[src/core/phy_ctrl_pkg.sv]
package phy_ctrl_pkg;

	// ************************************************************
	// register map: word indexes, byte address is four times the index
	// ************************************************************
	localparam logic [3:0]  IDX_BASIC_CONTROL = 4'h0;
	localparam logic [3:0]  IDX_BASIC_STATUS  = 4'h1;
	localparam logic [11:0] ADDR_BASIC_CONTROL = {6'h00, IDX_BASIC_CONTROL, 2'h0};
	localparam logic [11:0] ADDR_BASIC_STATUS  = {6'h00, IDX_BASIC_STATUS, 2'h0};
	localparam int          APB_ADDR_W         = 12;

	// ************************************************************
	// reset values
	// ************************************************************
	localparam logic [15:0] CONTROL_RESET = 16'h1140;
	localparam logic [15:0] STATUS_RESET  = 16'h7949;

	// ************************************************************
	// basic_control field positions
	// ************************************************************
	localparam int CTL_SOFT_RESET  = 15;
	localparam int CTL_LOOPBACK    = 14;
	localparam int CTL_SPEED_LSB   = 13;
	localparam int CTL_NEG_ENABLE  = 12;
	localparam int CTL_POWER_DOWN  = 11;
	localparam int CTL_ISOLATE     = 10;
	localparam int CTL_NEG_RESTART = 9;
	localparam int CTL_DUPLEX      = 8;
	localparam int CTL_COLL_TEST   = 7;
	localparam int CTL_SPEED_MSB   = 6;

	// ************************************************************
	// basic_status field positions
	// ************************************************************
	localparam int STS_ABILITY_100_FULL = 14;
	localparam int STS_ABILITY_100_HALF = 13;
	localparam int STS_ABILITY_10_FULL  = 12;
	localparam int STS_ABILITY_10_HALF  = 11;
	localparam int STS_GIG_EXT_STATUS   = 8;
	localparam int STS_NO_PREAMBLE      = 6;
	localparam int STS_NEG_DONE         = 5;
	localparam int STS_REMOTE_FAULT     = 4;
	localparam int STS_NEG_CAPABLE      = 3;
	localparam int STS_LINK_UP          = 2;
	localparam int STS_JABBER           = 1;
	localparam int STS_EXT_REGS         = 0;

	// ************************************************************
	// forced speed codes and timing
	// ************************************************************
	typedef enum logic [1:0] {
		SPEED_10   = 2'h0,
		SPEED_100  = 2'h1,
		SPEED_1000 = 2'h2,
		SPEED_RSVD = 2'h3
	} speed_code_t;

	localparam int SOFT_RESET_CYCLES = 16;

endpackage

[src/core/phy_basic_control_status.sv]
// Contract
// - writing 1 to soft reset resets the device; bit self-clears when done
// - loopback bit set returns MAC data back toward the MAC
// - forced speed bits 13 and 6 set rate only while negotiation disabled
// - speed code 0 is 10, 1 is 100, 2 is 1000, 3 reserved
// - negotiation enable bit turns negotiation on, resets to one
// - bit 11 is read-only power-down state, reads zero after reset
// - isolate bit set isolates the MAC interface pins
// - software writes 1 to restart bit; device restarts negotiation
// - duplex bit selects full when 1, half when 0; resets full
// - collision test bit enables collision signal test
// - control register at offset zero, default value, low six bits read zero
// - status bits 14 to 11 read as fixed ability ones
// - status bit 8 reads one: gigabit extended status present
// - status bit 6 reads one: frames without preamble accepted
// - status bit 5 shows negotiation completion
// - remote fault bit sets on fault, cleared by status read
// - link bit latches low on loss; software reads twice
// - jabber bit sets on jabber, cleared by status read
// - status bit 3 reads one: negotiation capable
// - status bit 0 reads one: extended registers present
// - status register at offset one, default value, reserved bits read zero
module phy_basic_control_status
	import phy_ctrl_pkg::*;
#(
	parameter int RESET_CYCLES = SOFT_RESET_CYCLES
) (
	input  wire logic                  pclk,
	input  wire logic                  presetn,
	input  wire logic                  pclken,
	input  wire logic                  psel,
	input  wire logic                  penable,
	input  wire logic                  pwrite,
	input  wire logic [APB_ADDR_W-1:0] paddr,
	input  wire logic [31:0]           pwdata,
	output logic      [31:0]           prdata,
	output logic                       pready,
	output logic                       pslverr,
	input  wire logic                  power_down_state,
	input  wire logic                  negotiation_done,
	input  wire logic                  link_up,
	input  wire logic                  remote_fault,
	input  wire logic                  jabber_detect,
	output logic                       soft_reset_active,
	output logic                       loopback_enable,
	output logic      [1:0]            forced_speed,
	output logic                       forced_speed_active,
	output logic                       negotiation_enable,
	output logic                       isolate_enable,
	output logic                       negotiation_restart,
	output logic                       full_duplex,
	output logic                       collision_test_enable
);

	// ************************************************************
	// elaboration check
	// ************************************************************
	if (RESET_CYCLES < 1 || RESET_CYCLES > 65535) begin : g_bad_param
		$error("RESET_CYCLES out of range");
	end

	// ************************************************************
	// bus decode
	// ************************************************************
	logic        setup_rd;
	logic        access_wr;
	logic        hit_ctl;
	logic        hit_sts;
	logic [15:0] wdata;
	logic [15:0] status_word;
	logic [15:0] control_word;
	logic [15:0] rst_cnt_q;
	logic        link_q;
	logic        fault_q;
	logic        jabber_q;
	logic        neg_done_q;
	logic        pwd_q;

	// registered answer costs no wait state: pready is set at the setup edge, so it sits on the first access cycle
	assign setup_rd  = pclken && psel && !penable;
	assign access_wr = pclken && psel && penable && pready && pwrite;
	assign wdata     = pwdata[15:0];

	// address decode
	always_comb begin
		hit_ctl = 1'b0;
		hit_sts = 1'b0;
		if (paddr == ADDR_BASIC_CONTROL) begin
			hit_ctl = 1'b1;
		end else if (paddr == ADDR_BASIC_STATUS) begin
			hit_sts = 1'b1;
		end
	end

	// read-back images; reserved bits stay zero
	always_comb begin
		control_word                  = 16'h0000;
		control_word[CTL_SOFT_RESET]  = soft_reset_active;
		control_word[CTL_LOOPBACK]    = loopback_enable;
		control_word[CTL_SPEED_LSB]   = forced_speed[0];
		control_word[CTL_NEG_ENABLE]  = negotiation_enable;
		control_word[CTL_POWER_DOWN]  = pwd_q;
		control_word[CTL_ISOLATE]     = isolate_enable;
		control_word[CTL_NEG_RESTART] = negotiation_restart;
		control_word[CTL_DUPLEX]      = full_duplex;
		control_word[CTL_COLL_TEST]   = collision_test_enable;
		control_word[CTL_SPEED_MSB]   = forced_speed[1];
		status_word                       = 16'h0000;
		status_word[STS_ABILITY_100_FULL] = 1'b1;
		status_word[STS_ABILITY_100_HALF] = 1'b1;
		status_word[STS_ABILITY_10_FULL]  = 1'b1;
		status_word[STS_ABILITY_10_HALF]  = 1'b1;
		status_word[STS_GIG_EXT_STATUS]   = 1'b1;
		status_word[STS_NO_PREAMBLE]      = 1'b1;
		status_word[STS_NEG_DONE]         = neg_done_q;
		status_word[STS_REMOTE_FAULT]     = fault_q;
		status_word[STS_NEG_CAPABLE]      = 1'b1;
		status_word[STS_LINK_UP]          = link_q;
		status_word[STS_JABBER]           = jabber_q;
		status_word[STS_EXT_REGS]         = 1'b1;
	end

	// ************************************************************
	// apb answer
	// ************************************************************
	// snapshot taken at the setup edge, held through the access phase
	always_ff @(posedge pclk or negedge presetn) begin
		if (!presetn) begin
			prdata  <= 32'h0000_0000;
			pready  <= 1'b0;
			pslverr <= 1'b0;
		end else if (pclken) begin
			if (setup_rd) begin
				pready  <= 1'b1;
				pslverr <= !(hit_ctl || hit_sts);
				if (pwrite || !(hit_ctl || hit_sts)) begin
					prdata <= 32'h0000_0000;
				end else if (hit_ctl) begin
					prdata <= {16'h0000, control_word};
				end else begin
					prdata <= {16'h0000, status_word};
				end
			end else begin
				pready  <= 1'b0;
				pslverr <= 1'b0;
			end
		end
	end

	// ************************************************************
	// control register
	// ************************************************************
	// soft reset returns every writable control field to its default
	always_ff @(posedge pclk or negedge presetn) begin
		if (!presetn) begin
			loopback_enable       <= CONTROL_RESET[CTL_LOOPBACK];
			forced_speed          <= {CONTROL_RESET[CTL_SPEED_MSB], CONTROL_RESET[CTL_SPEED_LSB]};
			negotiation_enable    <= CONTROL_RESET[CTL_NEG_ENABLE];
			isolate_enable        <= CONTROL_RESET[CTL_ISOLATE];
			full_duplex           <= CONTROL_RESET[CTL_DUPLEX];
			collision_test_enable <= CONTROL_RESET[CTL_COLL_TEST];
		end else if (pclken) begin
			if (soft_reset_active) begin
				loopback_enable       <= CONTROL_RESET[CTL_LOOPBACK];
				forced_speed          <= {CONTROL_RESET[CTL_SPEED_MSB],
				                          CONTROL_RESET[CTL_SPEED_LSB]};
				negotiation_enable    <= CONTROL_RESET[CTL_NEG_ENABLE];
				isolate_enable        <= CONTROL_RESET[CTL_ISOLATE];
				full_duplex           <= CONTROL_RESET[CTL_DUPLEX];
				collision_test_enable <= CONTROL_RESET[CTL_COLL_TEST];
			end else if (access_wr && hit_ctl) begin
				loopback_enable       <= wdata[CTL_LOOPBACK];
				forced_speed          <= {wdata[CTL_SPEED_MSB], wdata[CTL_SPEED_LSB]};
				negotiation_enable    <= wdata[CTL_NEG_ENABLE];
				isolate_enable        <= wdata[CTL_ISOLATE];
				full_duplex           <= wdata[CTL_DUPLEX];
				collision_test_enable <= wdata[CTL_COLL_TEST];
			end
		end
	end

	// forced speed only matters with negotiation off; one cycle behind the bit
	always_ff @(posedge pclk or negedge presetn) begin
		if (!presetn) begin
			forced_speed_active <= !CONTROL_RESET[CTL_NEG_ENABLE];
		end else if (pclken) begin
			forced_speed_active <= !negotiation_enable;
		end
	end

	// soft reset: bit stays set while the count runs, then clears itself
	always_ff @(posedge pclk or negedge presetn) begin
		if (!presetn) begin
			soft_reset_active <= 1'b0;
			rst_cnt_q         <= 16'h0000;
		end else if (pclken) begin
			if (soft_reset_active) begin
				if (rst_cnt_q == 16'(RESET_CYCLES - 1)) begin
					soft_reset_active <= 1'b0;
					rst_cnt_q         <= 16'h0000;
				end else begin
					rst_cnt_q <= rst_cnt_q + 16'h0001;
				end
			end else if (access_wr && hit_ctl && wdata[CTL_SOFT_RESET]) begin
				soft_reset_active <= 1'b1;
				rst_cnt_q         <= 16'h0000;
			end
		end
	end

	// restart is a one-cycle request; the negotiation engine takes it as a pulse
	always_ff @(posedge pclk or negedge presetn) begin
		if (!presetn) begin
			negotiation_restart <= 1'b0;
		end else if (pclken) begin
			negotiation_restart <= access_wr && hit_ctl && !soft_reset_active
			                       && wdata[CTL_NEG_RESTART];
		end
	end

	// ************************************************************
	// status register
	// ************************************************************
	// live level status sampled into flops
	always_ff @(posedge pclk or negedge presetn) begin
		if (!presetn) begin
			neg_done_q <= STATUS_RESET[STS_NEG_DONE];
			pwd_q      <= CONTROL_RESET[CTL_POWER_DOWN];
		end else if (pclken) begin
			neg_done_q <= negotiation_done;
			pwd_q      <= power_down_state;
		end
	end

	// sticky events: a status read clears, but a new event in that cycle wins
	always_ff @(posedge pclk or negedge presetn) begin
		if (!presetn) begin
			fault_q  <= STATUS_RESET[STS_REMOTE_FAULT];
			jabber_q <= STATUS_RESET[STS_JABBER];
		end else if (pclken) begin
			if (soft_reset_active) begin
				fault_q  <= 1'b0;
				jabber_q <= 1'b0;
			end else if (setup_rd && hit_sts && !pwrite) begin
				fault_q  <= remote_fault;
				jabber_q <= jabber_detect;
			end else begin
				fault_q  <= fault_q || remote_fault;
				jabber_q <= jabber_q || jabber_detect;
			end
		end
	end

	// link latches low; a read reloads the live level so the second read is valid
	always_ff @(posedge pclk or negedge presetn) begin
		if (!presetn) begin
			link_q <= STATUS_RESET[STS_LINK_UP];
		end else if (pclken) begin
			if (setup_rd && hit_sts && !pwrite) begin
				link_q <= link_up;
			end else if (!link_up) begin
				link_q <= 1'b0;
			end
		end
	end

endmodule

[config.mk]
export PLATFORM = sky130hd
export DESIGN_NAME = phy_basic_control_status
export DESIGN_NICKNAME = d
export VERILOG_FILES = /design/src/core/phy_ctrl_pkg.sv /design/src/core/phy_basic_control_status.sv
export SDC_FILE = /design/constraint.sdc
export NUM_CORES = 1
export LEC_CHECK = 0
export BUFFER_PORTS_ARGS = -buffer_cell sky130_fd_sc_hd__buf_2
export CORE_ASPECT_RATIO = 0.6
export CORE_UTILIZATION = 48
export CTS_CLUSTER_SIZE = 16
export DETAILED_ROUTE_END_ITERATION = 10
export GPL_ROUTABILITY_DRIVEN = 0
export HOLD_SLACK_MARGIN = 0.1
export PLACE_DENSITY = 0.89
export SLEW_MARGIN = 20
export SYNTH_ARGS = -nofsm -noshare
export SYNTH_HDL_FRONTEND = slang
export SYNTH_SLANG_ARGS = --single-unit
[constraint.sdc]
create_clock -name pclk -period 2.3 [get_ports pclk]
set_input_delay 0.345 -clock pclk [delete_from_list [all_inputs] [get_ports pclk]]
set_output_delay 0.345 -clock pclk [all_outputs]
set_load 0.005 [all_outputs]
==> reports/metrics.cfg, run 1 <==
[floorplanning]
die_area_um2 = 5230
die_width_um = 92.7
fp.dieH_um = 56.4
rows = 19
core-area_um2 = 4660
initial_core_util_pct = 50.9
boundaryPins = 99

[synth]
yosysSeqAreaShare_pct = 50.8
yosys.area.top_type_share_pct = 47.5
yosys_register_bits = 48
yosysTopAreaCell = dfrtp_1
syn_avg_cell_area_um2 = 10.1
syn_inst = 234
synth-edff-count = 0
synth_cell_types = 45
synth_area_um2 = 2370
ys.flop_type = dfrtp_1
yosysWarnings = 0
async_flop_share_pct = 100
synth_area_leaders = dfrtp_1 48%, buf_4 5.4%, a22o_1 4.1%

[critical_path]
reg2reg_from = rst_cnt_q[13]
worstReg2RegEnd = rst_cnt_q[8]
cp_slowest_cell = or4_1
cp.arrival_ps = 2290
reg2reg_depth = 7
crit_path_cell_trace = or4_1 -> nor4_1 -> buf_4 -> and2_1 -> a21o_1 -> buf_12 -> a21oi_1
crit_fanout = 12
slowest_delay_ps = 530
start_kind = flop
rrSetupSlack_ps = 200
end_kind = flop
critPathRequiredTime_ps = 2480
path_class = flop to flop

[clock_tree]
clock_latency_ps = 310
htree_levels = 2
cts_tree = built
clk_pin_slew_worst_paths_ps = 90
cts.sinks = 48
numCtsBuffers = 5
cts_buffer_depth = 2
postCtsSetupBuffers = 0
holdBufCountCts = 0
cts_resized = 0
ctsRootBufferMaster = clkbuf_8

[outcome]
status = finished, final reports clean

[placed_design]
hpwl_mm = 4.17
port-buffer-count = 59
placed_area_um2 = 2750

[global_route]
grt_pass1_vias = 1894
antenna_found_initial = 0
grt_max_degree = 49
grt_pass1_wl_mm = 9.14
grt_usage_pct = 22.8
gr-total-overflow = 0

[detailed_routing]
drt-initial-drc-count = 190
drcViolationCount = 0
ant_nets = 0
routedWlPerCell_um = 15.4
dr.pass1.iters = 4
num_vias = 2063
viasPerCell = 5.61
finalWirelength_mm = 5.66

[sta]
slew_headroom_pct = 60.1
timing.final.crit_share_pct = 91.5
setup_tns_ps = 0
rsz0062_at_grt = false
worst_slew_pin_slew_ps = 598
max_freq_mhz = 475
worst_clock_skew_ps = 10.7
setup-violations-final = 0
hold_violations = 0
min_period_ps = 2100
slew_violations = 0

[layout]
finalInstanceArea_um2 = 2890
area_growth_pct = 22.0
regMostFlops = rst_cnt_q
largest_reg_flops = 16
layout_commonest_cell = buf_2
layout.nets = 360
layout_common_cells = 59 x buf_2, 45 x dfrtp_1, 21 x nand2_1, 17 x nor2_1, 16 x conb_1
fillCellCount = 409
drive_gt1_share_pct = 30.5
top_regs = rst_cnt_q: 16 flops, prdata: 15 flops, forced_speed: 2 flops
diodes = 0

[power_and_ir_drop]
p_total_uw = 1680
leakage_uw = 0.00143
power_density_nw_per_um2 = 580
vdd_ir_drop_max_v = 0.000287

[hold_path]
hp-class = primary input to asynchronous set/reset pin

[flow_run]
cap_violations = 0

==> metal layers <==
layer | wire length (um) | vias up | part of all wire, % | GRT usage (%)
li1 | - | 966 | - | -
met5 | 0 | - | 0 | 0
met3 | 459 | 5 | 8.1 | 5.42
met2 | 2430 | 90 | 43 | 32.1
met4 | 42 | 0 | 0.74 | 5.27
met1 | 2730 | 1002 | 48 | 35.2
==> cell families (layout without fill, tap and decap cells) <==
logic type                 Yosys count  in the layout  share of synthesized area (%)
and+or+nand+nor                     82             82                           19.2
AOI/OAI and AO/OA                   61             61                           18.2
DFF                                 48             48                           50.8
buffers and inverters               36             92                           8.82
muxes                                4              4                           1.85
adders and majority gates            1              1                          0.528
other                                1             16                          0.158
xor gates and xnor gates             1              1                          0.370
==> worst max-delay path, delay by kind of cell, from the launching register on <==
family,cells,cell delay [ps]
simple gates,3,1030
flops,1,430
buf+inv,2,330
compound gates,2,180
==> area by class of cell <==
type                    count  area, um2  share of cell area (%)
multi-input cells         165       1010                    35.0
inverters                  10       37.5                    1.30
clock inverters             3       68.8                    2.38
clock buffers               5       68.8                    2.38
flip-flops and latches     48       1200                    41.7
well taps                  63       78.8                    2.73
repair buffers             74        420                    14.5
==> worst max path at each step <==
stage / from / endpoint / slack (ps) / cells past startpoint
2_1_floorplan: paddr[4] / rst_cnt_q[15] / 40 / 6
3_3_place_gp: paddr[4] / rst_cnt_q[3] / -30 / 7
3_5_place_dp: paddr[4] / rst_cnt_q[3] / -80 / 7
4_1_cts: rst_cnt_q[13] / rst_cnt_q[8] / 220 / 7
5_1_grt: paddr[4] / rst_cnt_q[8] / 100 / 6
6_report: rst_cnt_q[13] / rst_cnt_q[8] / 200 / 7
==> synthesized netlist by cell type (2+ instances only) <==
cell type and count:
nand3_1 8, o31ai_1 8, a22o_1 11, or4_4 2
mux2_2 3, o21ai_0 13, buf_4 17, a21oi_1 12
inv_1 10, or4_1 12, buf_2 2, o21a_1 2
nor4_1 2, nor3_1 2, nand2_1 21, dfrtp_1 45
nor2_1 17, nand4_1 3, or3_1 4, o22a_1 3
and3_1 2, a22oi_1 3, clkbuf_1 6, nand3b_1 3
dfstp_2 3
==> power by group <==
part	switching (uW)	leakage, uW	internal [uW]	total, uW
logic	50.7	0.000727	31.7	82.4
clock network	302	0.0000687	438	739
registers	3.83	0.000633	850	854
total	356	0.00143	1320	1680
==> stage by stage <==
stage / util [%] / std cells / hold WS [ps] / setup WS [ps]
after global routing: 62.1 / 368 / 170 / 95.4
after floorplan: - / 249 / 49.4 / 41.4
after CTS: 62.1 / 368 / 136 / 216
after global placement: 59.1 / 360 / 464 / -34.5
final: 62.1 / 368 / 116 / 197
after detailed placement: 59.1 / 360 / 469 / -82.0
Power figures use the tool's default switching activity.
==> inputs of run 2 (changes only) <==
CORE_UTILIZATION = 49   (was 48)
CTS_BUF_LIST = sky130_fd_sc_hd__clkbuf_4 sky130_fd_sc_hd__clkbuf_8   (was not set)
PLACE_DENSITY = 0.9   (was 0.89)
==> run 2 against run 1 <==
Net effect:
- the run now ends with design-rule violations left
- design area decreased by 2.4%
- highest routed layer unchanged
- clock-buffer cell count unchanged
- largest cell class unchanged
- final cell count decreased by 0.27%
- largest power group unchanged
- worst hold slack about the same
- fmax decreased by 2.0%
==> reports/metrics.cfg, run 2 (same netlist as run 1, synthesis figures left out) <==
[global_route]
use_met1_pct = 35.1
gr-total-overflow = 0
grt_usage_pct = 24.2
grt_use_met2_pct = 35.8
antenna_found_initial = 0
grt_max_degree = 49
grt_pass1_wl_mm = 9.56
met3_usage_pct = 5.87
grt_pass1_vias = 1983
busiest_layer = met2

[sta]
hold_violations = 0
worst_slew_pin_slew_ps = 603
min_period_ps = 2150
slew_violations = 0
setup-violations-final = 0
setup_tns_ps = 0
slew_headroom_pct = 59.8
max_freq_mhz = 466
worst_clock_skew_ps = 7.52
timing.final.crit_share_pct = 93.4
rsz0062_at_grt = false

[floorplanning]
rows = 19
die_area_um2 = 5130
initial_core_util_pct = 51.4
fp.dieH_um = 55.9
core-area_um2 = 4610
boundaryPins = 99
die_width_um = 91.8

[detailed_routing]
drt-initial-drc-count = 156
drcViolationCount = 2
ant_nets = 0
dr.pass1.iters = 7
num_vias = 2061
viasPerCell = 5.62
routedWlPerCell_um = 15.3
finalWirelength_mm = 5.62

[layout]
diodes = 0
top_regs = rst_cnt_q: 16 flops, prdata: 15 flops, forced_speed: 2 flops
largest_reg_flops = 16
drive_gt1_share_pct = 30.3
area_growth_pct = 19.1
regMostFlops = rst_cnt_q
layout_commonest_cell = buf_2
layout.nets = 359
layout_common_cells = 59 x buf_2, 45 x dfrtp_1, 21 x nand2_1, 17 x nor2_1, 16 x conb_1

[power_and_ir_drop]
leakage_uw = 0.00140
power_density_nw_per_um2 = 509
p_total_uw = 1440
vdd_ir_drop_max_v = 0.000353

[critical_path]
end_kind = flop
crit_fanout = 12
worst-path-buf-inv = 1
start_kind = flop
cp_top_family = simple AND/OR/NAND/NOR gates
rrSetupSlack_ps = 150
crit_path_cell_trace = or4_1 -> nor4_1 -> and2_1 -> a21o_1 -> buf_4 -> nor2_1
path_class = flop to flop
reg2reg_from = rst_cnt_q[13]
critPathRequiredTime_ps = 2490
cp_slowest_cell = or4_1
slowest_delay_ps = 540
reg2reg_depth = 6
worstReg2RegEnd = rst_cnt_q[5]
cp.arrival_ps = 2340

[clock_tree]
cts_buffer_depth = 2
clock_latency_ps = 310
cts_resized = 0
cts.sinks = 48
numCtsBuffers = 5
cts_tree = built
holdBufCountCts = 0
clk_pin_slew_worst_paths_ps = 90
postCtsSetupBuffers = 0
htree_levels = 2
ctsRootBufferMaster = clkbuf_8

[outcome]
status = finished with violations
violations = design-rule violations

[placed_design]
hpwl_mm = 4.16
port-buffer-count = 59

[flow_run]
cap_violations = 0

[hold_path]
hp-class = primary input to asynchronous set/reset pin

run 2: cell types whose count changed in the layout (fill, tap and decap cells not counted):
cell / previous run / this run
buf_12: 1 / 0
clkinv_4: 0 / 1
bufinv_16: 2 / 0
inv_6: 1 / 0
clkinv_2: 0 / 2
run 2: stage by stage:
stage | setup slack [ps] | std cells | utilization [%] | area (um2) | hold slack [ps]
final | 153 | 367 | 61.2 | 2820 | 116
after global routing | 59.5 | 367 | 61.2 | 2820 | 180
after CTS | 168 | 367 | 61.2 | 2820 | 142
after detailed placement | -151 | 359 | 59.3 | 2730 | 466
after global placement | -60.5 | 359 | 59.3 | 2730 | 460
after floorplan | 41.4 | 249 | - | 2430 | 49.4
run 2: power by group:
part	internal, uW	switching (uW)
Clock	212	288
Combinational	31.9	50.2
Sequential	850	3.99
run 2: final cells by class:
cell class	count	area [um2]
Multi-Input combinational cell	165	1010
Inverter	10	37.5
Clock inverter	3	18.8
Fill cell	408	1790
Tap cell	63	78.8
Timing Repair Buffer	73	400
Clock buffer	5	68.8
Sequential cell	48	1200
run 2: per-layer routing:
layer | part of all wire [%] | vias up
li1 | - | 963
met1 | 48 | 998
met2 | 43 | 91
met3 | 8.0 | 9
met4 | 1.0 | 0
met5 | 0 | -
run 2: how the worst max path moves through the flow:
stage / start / cells past startpoint / to
final: rst_cnt_q[13] / 6 / rst_cnt_q[5]
after global routing: rst_cnt_q[4] / 6 / rst_cnt_q[6]
after CTS: rst_cnt_q[13] / 6 / rst_cnt_q[5]
after detailed placement: paddr[4] / 6 / rst_cnt_q[6]
after global placement: paddr[4] / 6 / rst_cnt_q[6]
after floorplan: paddr[4] / 6 / rst_cnt_q[15]
==> inputs of run 3 (changes only) <==
CORE_MARGIN = 2   (was not set)
==> run 3 against run 2 <==
Net effect:
- the flow now finishes without violations
- register-to-register slack gained 80 ps
- first-iteration DRC count decreased by 17%
- clock power increased by 48%
- global-route usage decreased by 1.8 points
- via count barely moved
- routed wire length grew 2.9%
- core utilization grew 1.5 points
- sequential power hardly changed
- sequential share of layout area decreased by 1.0 points
- flip-flop and latch count unchanged
- clock-buffer cell count is the same
- worst hold slack worse by 28 ps
- critical endpoint is now rst_cnt_q[15]
- highest routed layer unchanged
==> reports/metrics.cfg, run 3 (same netlist as run 1, synthesis figures left out) <==
[clock_tree]
postCtsSetupBuffers = 0
cts_tree = built
cts.sinks = 48
htree_levels = 2
cts_buffer_depth = 2
clock_latency_ps = 310
ctsRootBufferMaster = clkbuf_8
clk_pin_slew_worst_paths_ps = 100
numCtsBuffers = 5

[critical_path]
cp.arrival_ps = 2310
path_class = flop to flop
start_kind = flop
critPathRequiredTime_ps = 2540
crit_fanout = 6
end_kind = flop

[outcome]
status = finished, final reports clean

[global_route]
grt_usage_pct = 22.5
gr-total-overflow = 0
grt_pass1_wl_mm = 9.21
grt_max_degree = 34
use_met1_pct = 32.6
antenna_found_initial = 0
met3_usage_pct = 6.76
grt_use_met2_pct = 31.4
busiest_layer = met1
grt_pass1_vias = 1881

[detailed_routing]
routedWlPerCell_um = 15.7
dr.pass1.iters = 4
ant_nets = 0
drcViolationCount = 0
viasPerCell = 5.62
drt-initial-drc-count = 130
finalWirelength_mm = 5.78
num_vias = 2062

[power_and_ir_drop]
pwr-share-comb_pct = 4.9
clockPowerShare_pct = 44.2
p_int_uw = 1320
power_frac_seq_pct = 50.9
power_density_nw_per_um2 = 580
p_sw_share_pct = 21.4
vdd_ir_drop_max_v = 0.000440
leakage_uw = 0.00143
switchingPower_uw = 359

[layout]
layout.nets = 359
layout_commonest_cell = buf_2
diodes = 0
drive_gt1_share_pct = 30.6
layout_common_cells = 59 x buf_2, 45 x dfrtp_1, 21 x nand2_1, 17 x nor2_1, 16 x conb_1
top_regs = rst_cnt_q: 16 flops, prdata: 15 flops, forced_speed: 2 flops
regMostFlops = rst_cnt_q
largest_reg_flops = 16
area_growth_pct = 22.0
finalInstanceArea_um2 = 2890

[sta]
slew_headroom_pct = 51.4
max_freq_mhz = 484
slew_violations = 0
rsz0062_at_grt = false
timing.final.crit_share_pct = 89.9
setup-violations-final = 0
worst_clock_skew_ps = 5.80
hold_violations = 0
final.setup.worst_slack_ps = 233
min_period_ps = 2070
worst_slew_pin_slew_ps = 729

[floorplanning]
boundaryPins = 99
die_area_um2 = 5430
rows = 19
fp.dieH_um = 57.9
initial_core_util_pct = 51.4
die_width_um = 93.8
core-area_um2 = 4610

[flow_run]
cap_violations = 0

[hold_path]
hp-class = primary input to asynchronous set/reset pin

[placed_design]
port-buffer-count = 59
pre_cts_ws_ps = -63.5
placed_area_um2 = 2750
hpwl_mm = 4.26

==> run 3: final timing paths <==
kind,from,endpoint,slack (ps),cells after the start
hold reg to reg,prdata[2],prdata[2],480,2
min in group pclk,pwdata[9],negotiation_restart,240,3
max in group asynchronous,presetn,prdata[10],1510,2
setup reg to reg,rst_cnt_q[5],rst_cnt_q[15],230,5
hold / removal,presetn,pready,90,1
setup / recovery,rst_cnt_q[5],rst_cnt_q[15],230,5
==> run 3: critical path, cell delays in order (launching register included) <==
cell	delay (ps)
dfrtp_1	460
nand4_1	260
nor3_1	490
nand4_1	200
or4_4	450
a21oi_2	150
==> run 3: final cells by class <==
type / instances / area [um2]
multi-input combinational: 165 / 1020
sequential: 48 / 1200
fill: 385 / 1720
clock inverter: 3 / 68.8
clock buffer: 5 / 68.8
tap: 63 / 78.8
inverter: 10 / 37.5
timing repair buffer: 73 / 413
==> run 3: per-stage QoR <==
step           utilization, %  std cells  setup TNS (ps)  power (uW)  hold WS (ps)
2_1_floorplan               -        249               0         915          49.4
3_3_place_gp             59.5        359           -79.9         951           442
3_5_place_dp             59.5        359            -286         953           442
4_1_cts                  62.5        367               0        1690           107
5_1_grt                  62.7        367               0        1740           130
6_report                 62.7        367               0        1680          87.8
==> run 3: what timing repair did <==
action	4_1_cts	5_1_grt
resized for setup	0	1
endpoints found under the setup margin	0	1
hold buffers	0	0
==> run 3: power groups by stage <==
stage	registers [uW]	clock network (uW)	logic, uW
after CTS	854	752	83.3
final	854	741	82.3
after global routing	855	792	93.1
after global placement	870	0	81.1
after detailed placement	870	0	83.0
after floorplan	870	0	44.4
==> run 3: routing by layer <==
layer  part of all wire (%)  vias to the layer above
li1                       -                      966
met1                     45                      992
met2                     44                       99
met3                     10                        5
met4                    1.1                        0
met5                      0                        -
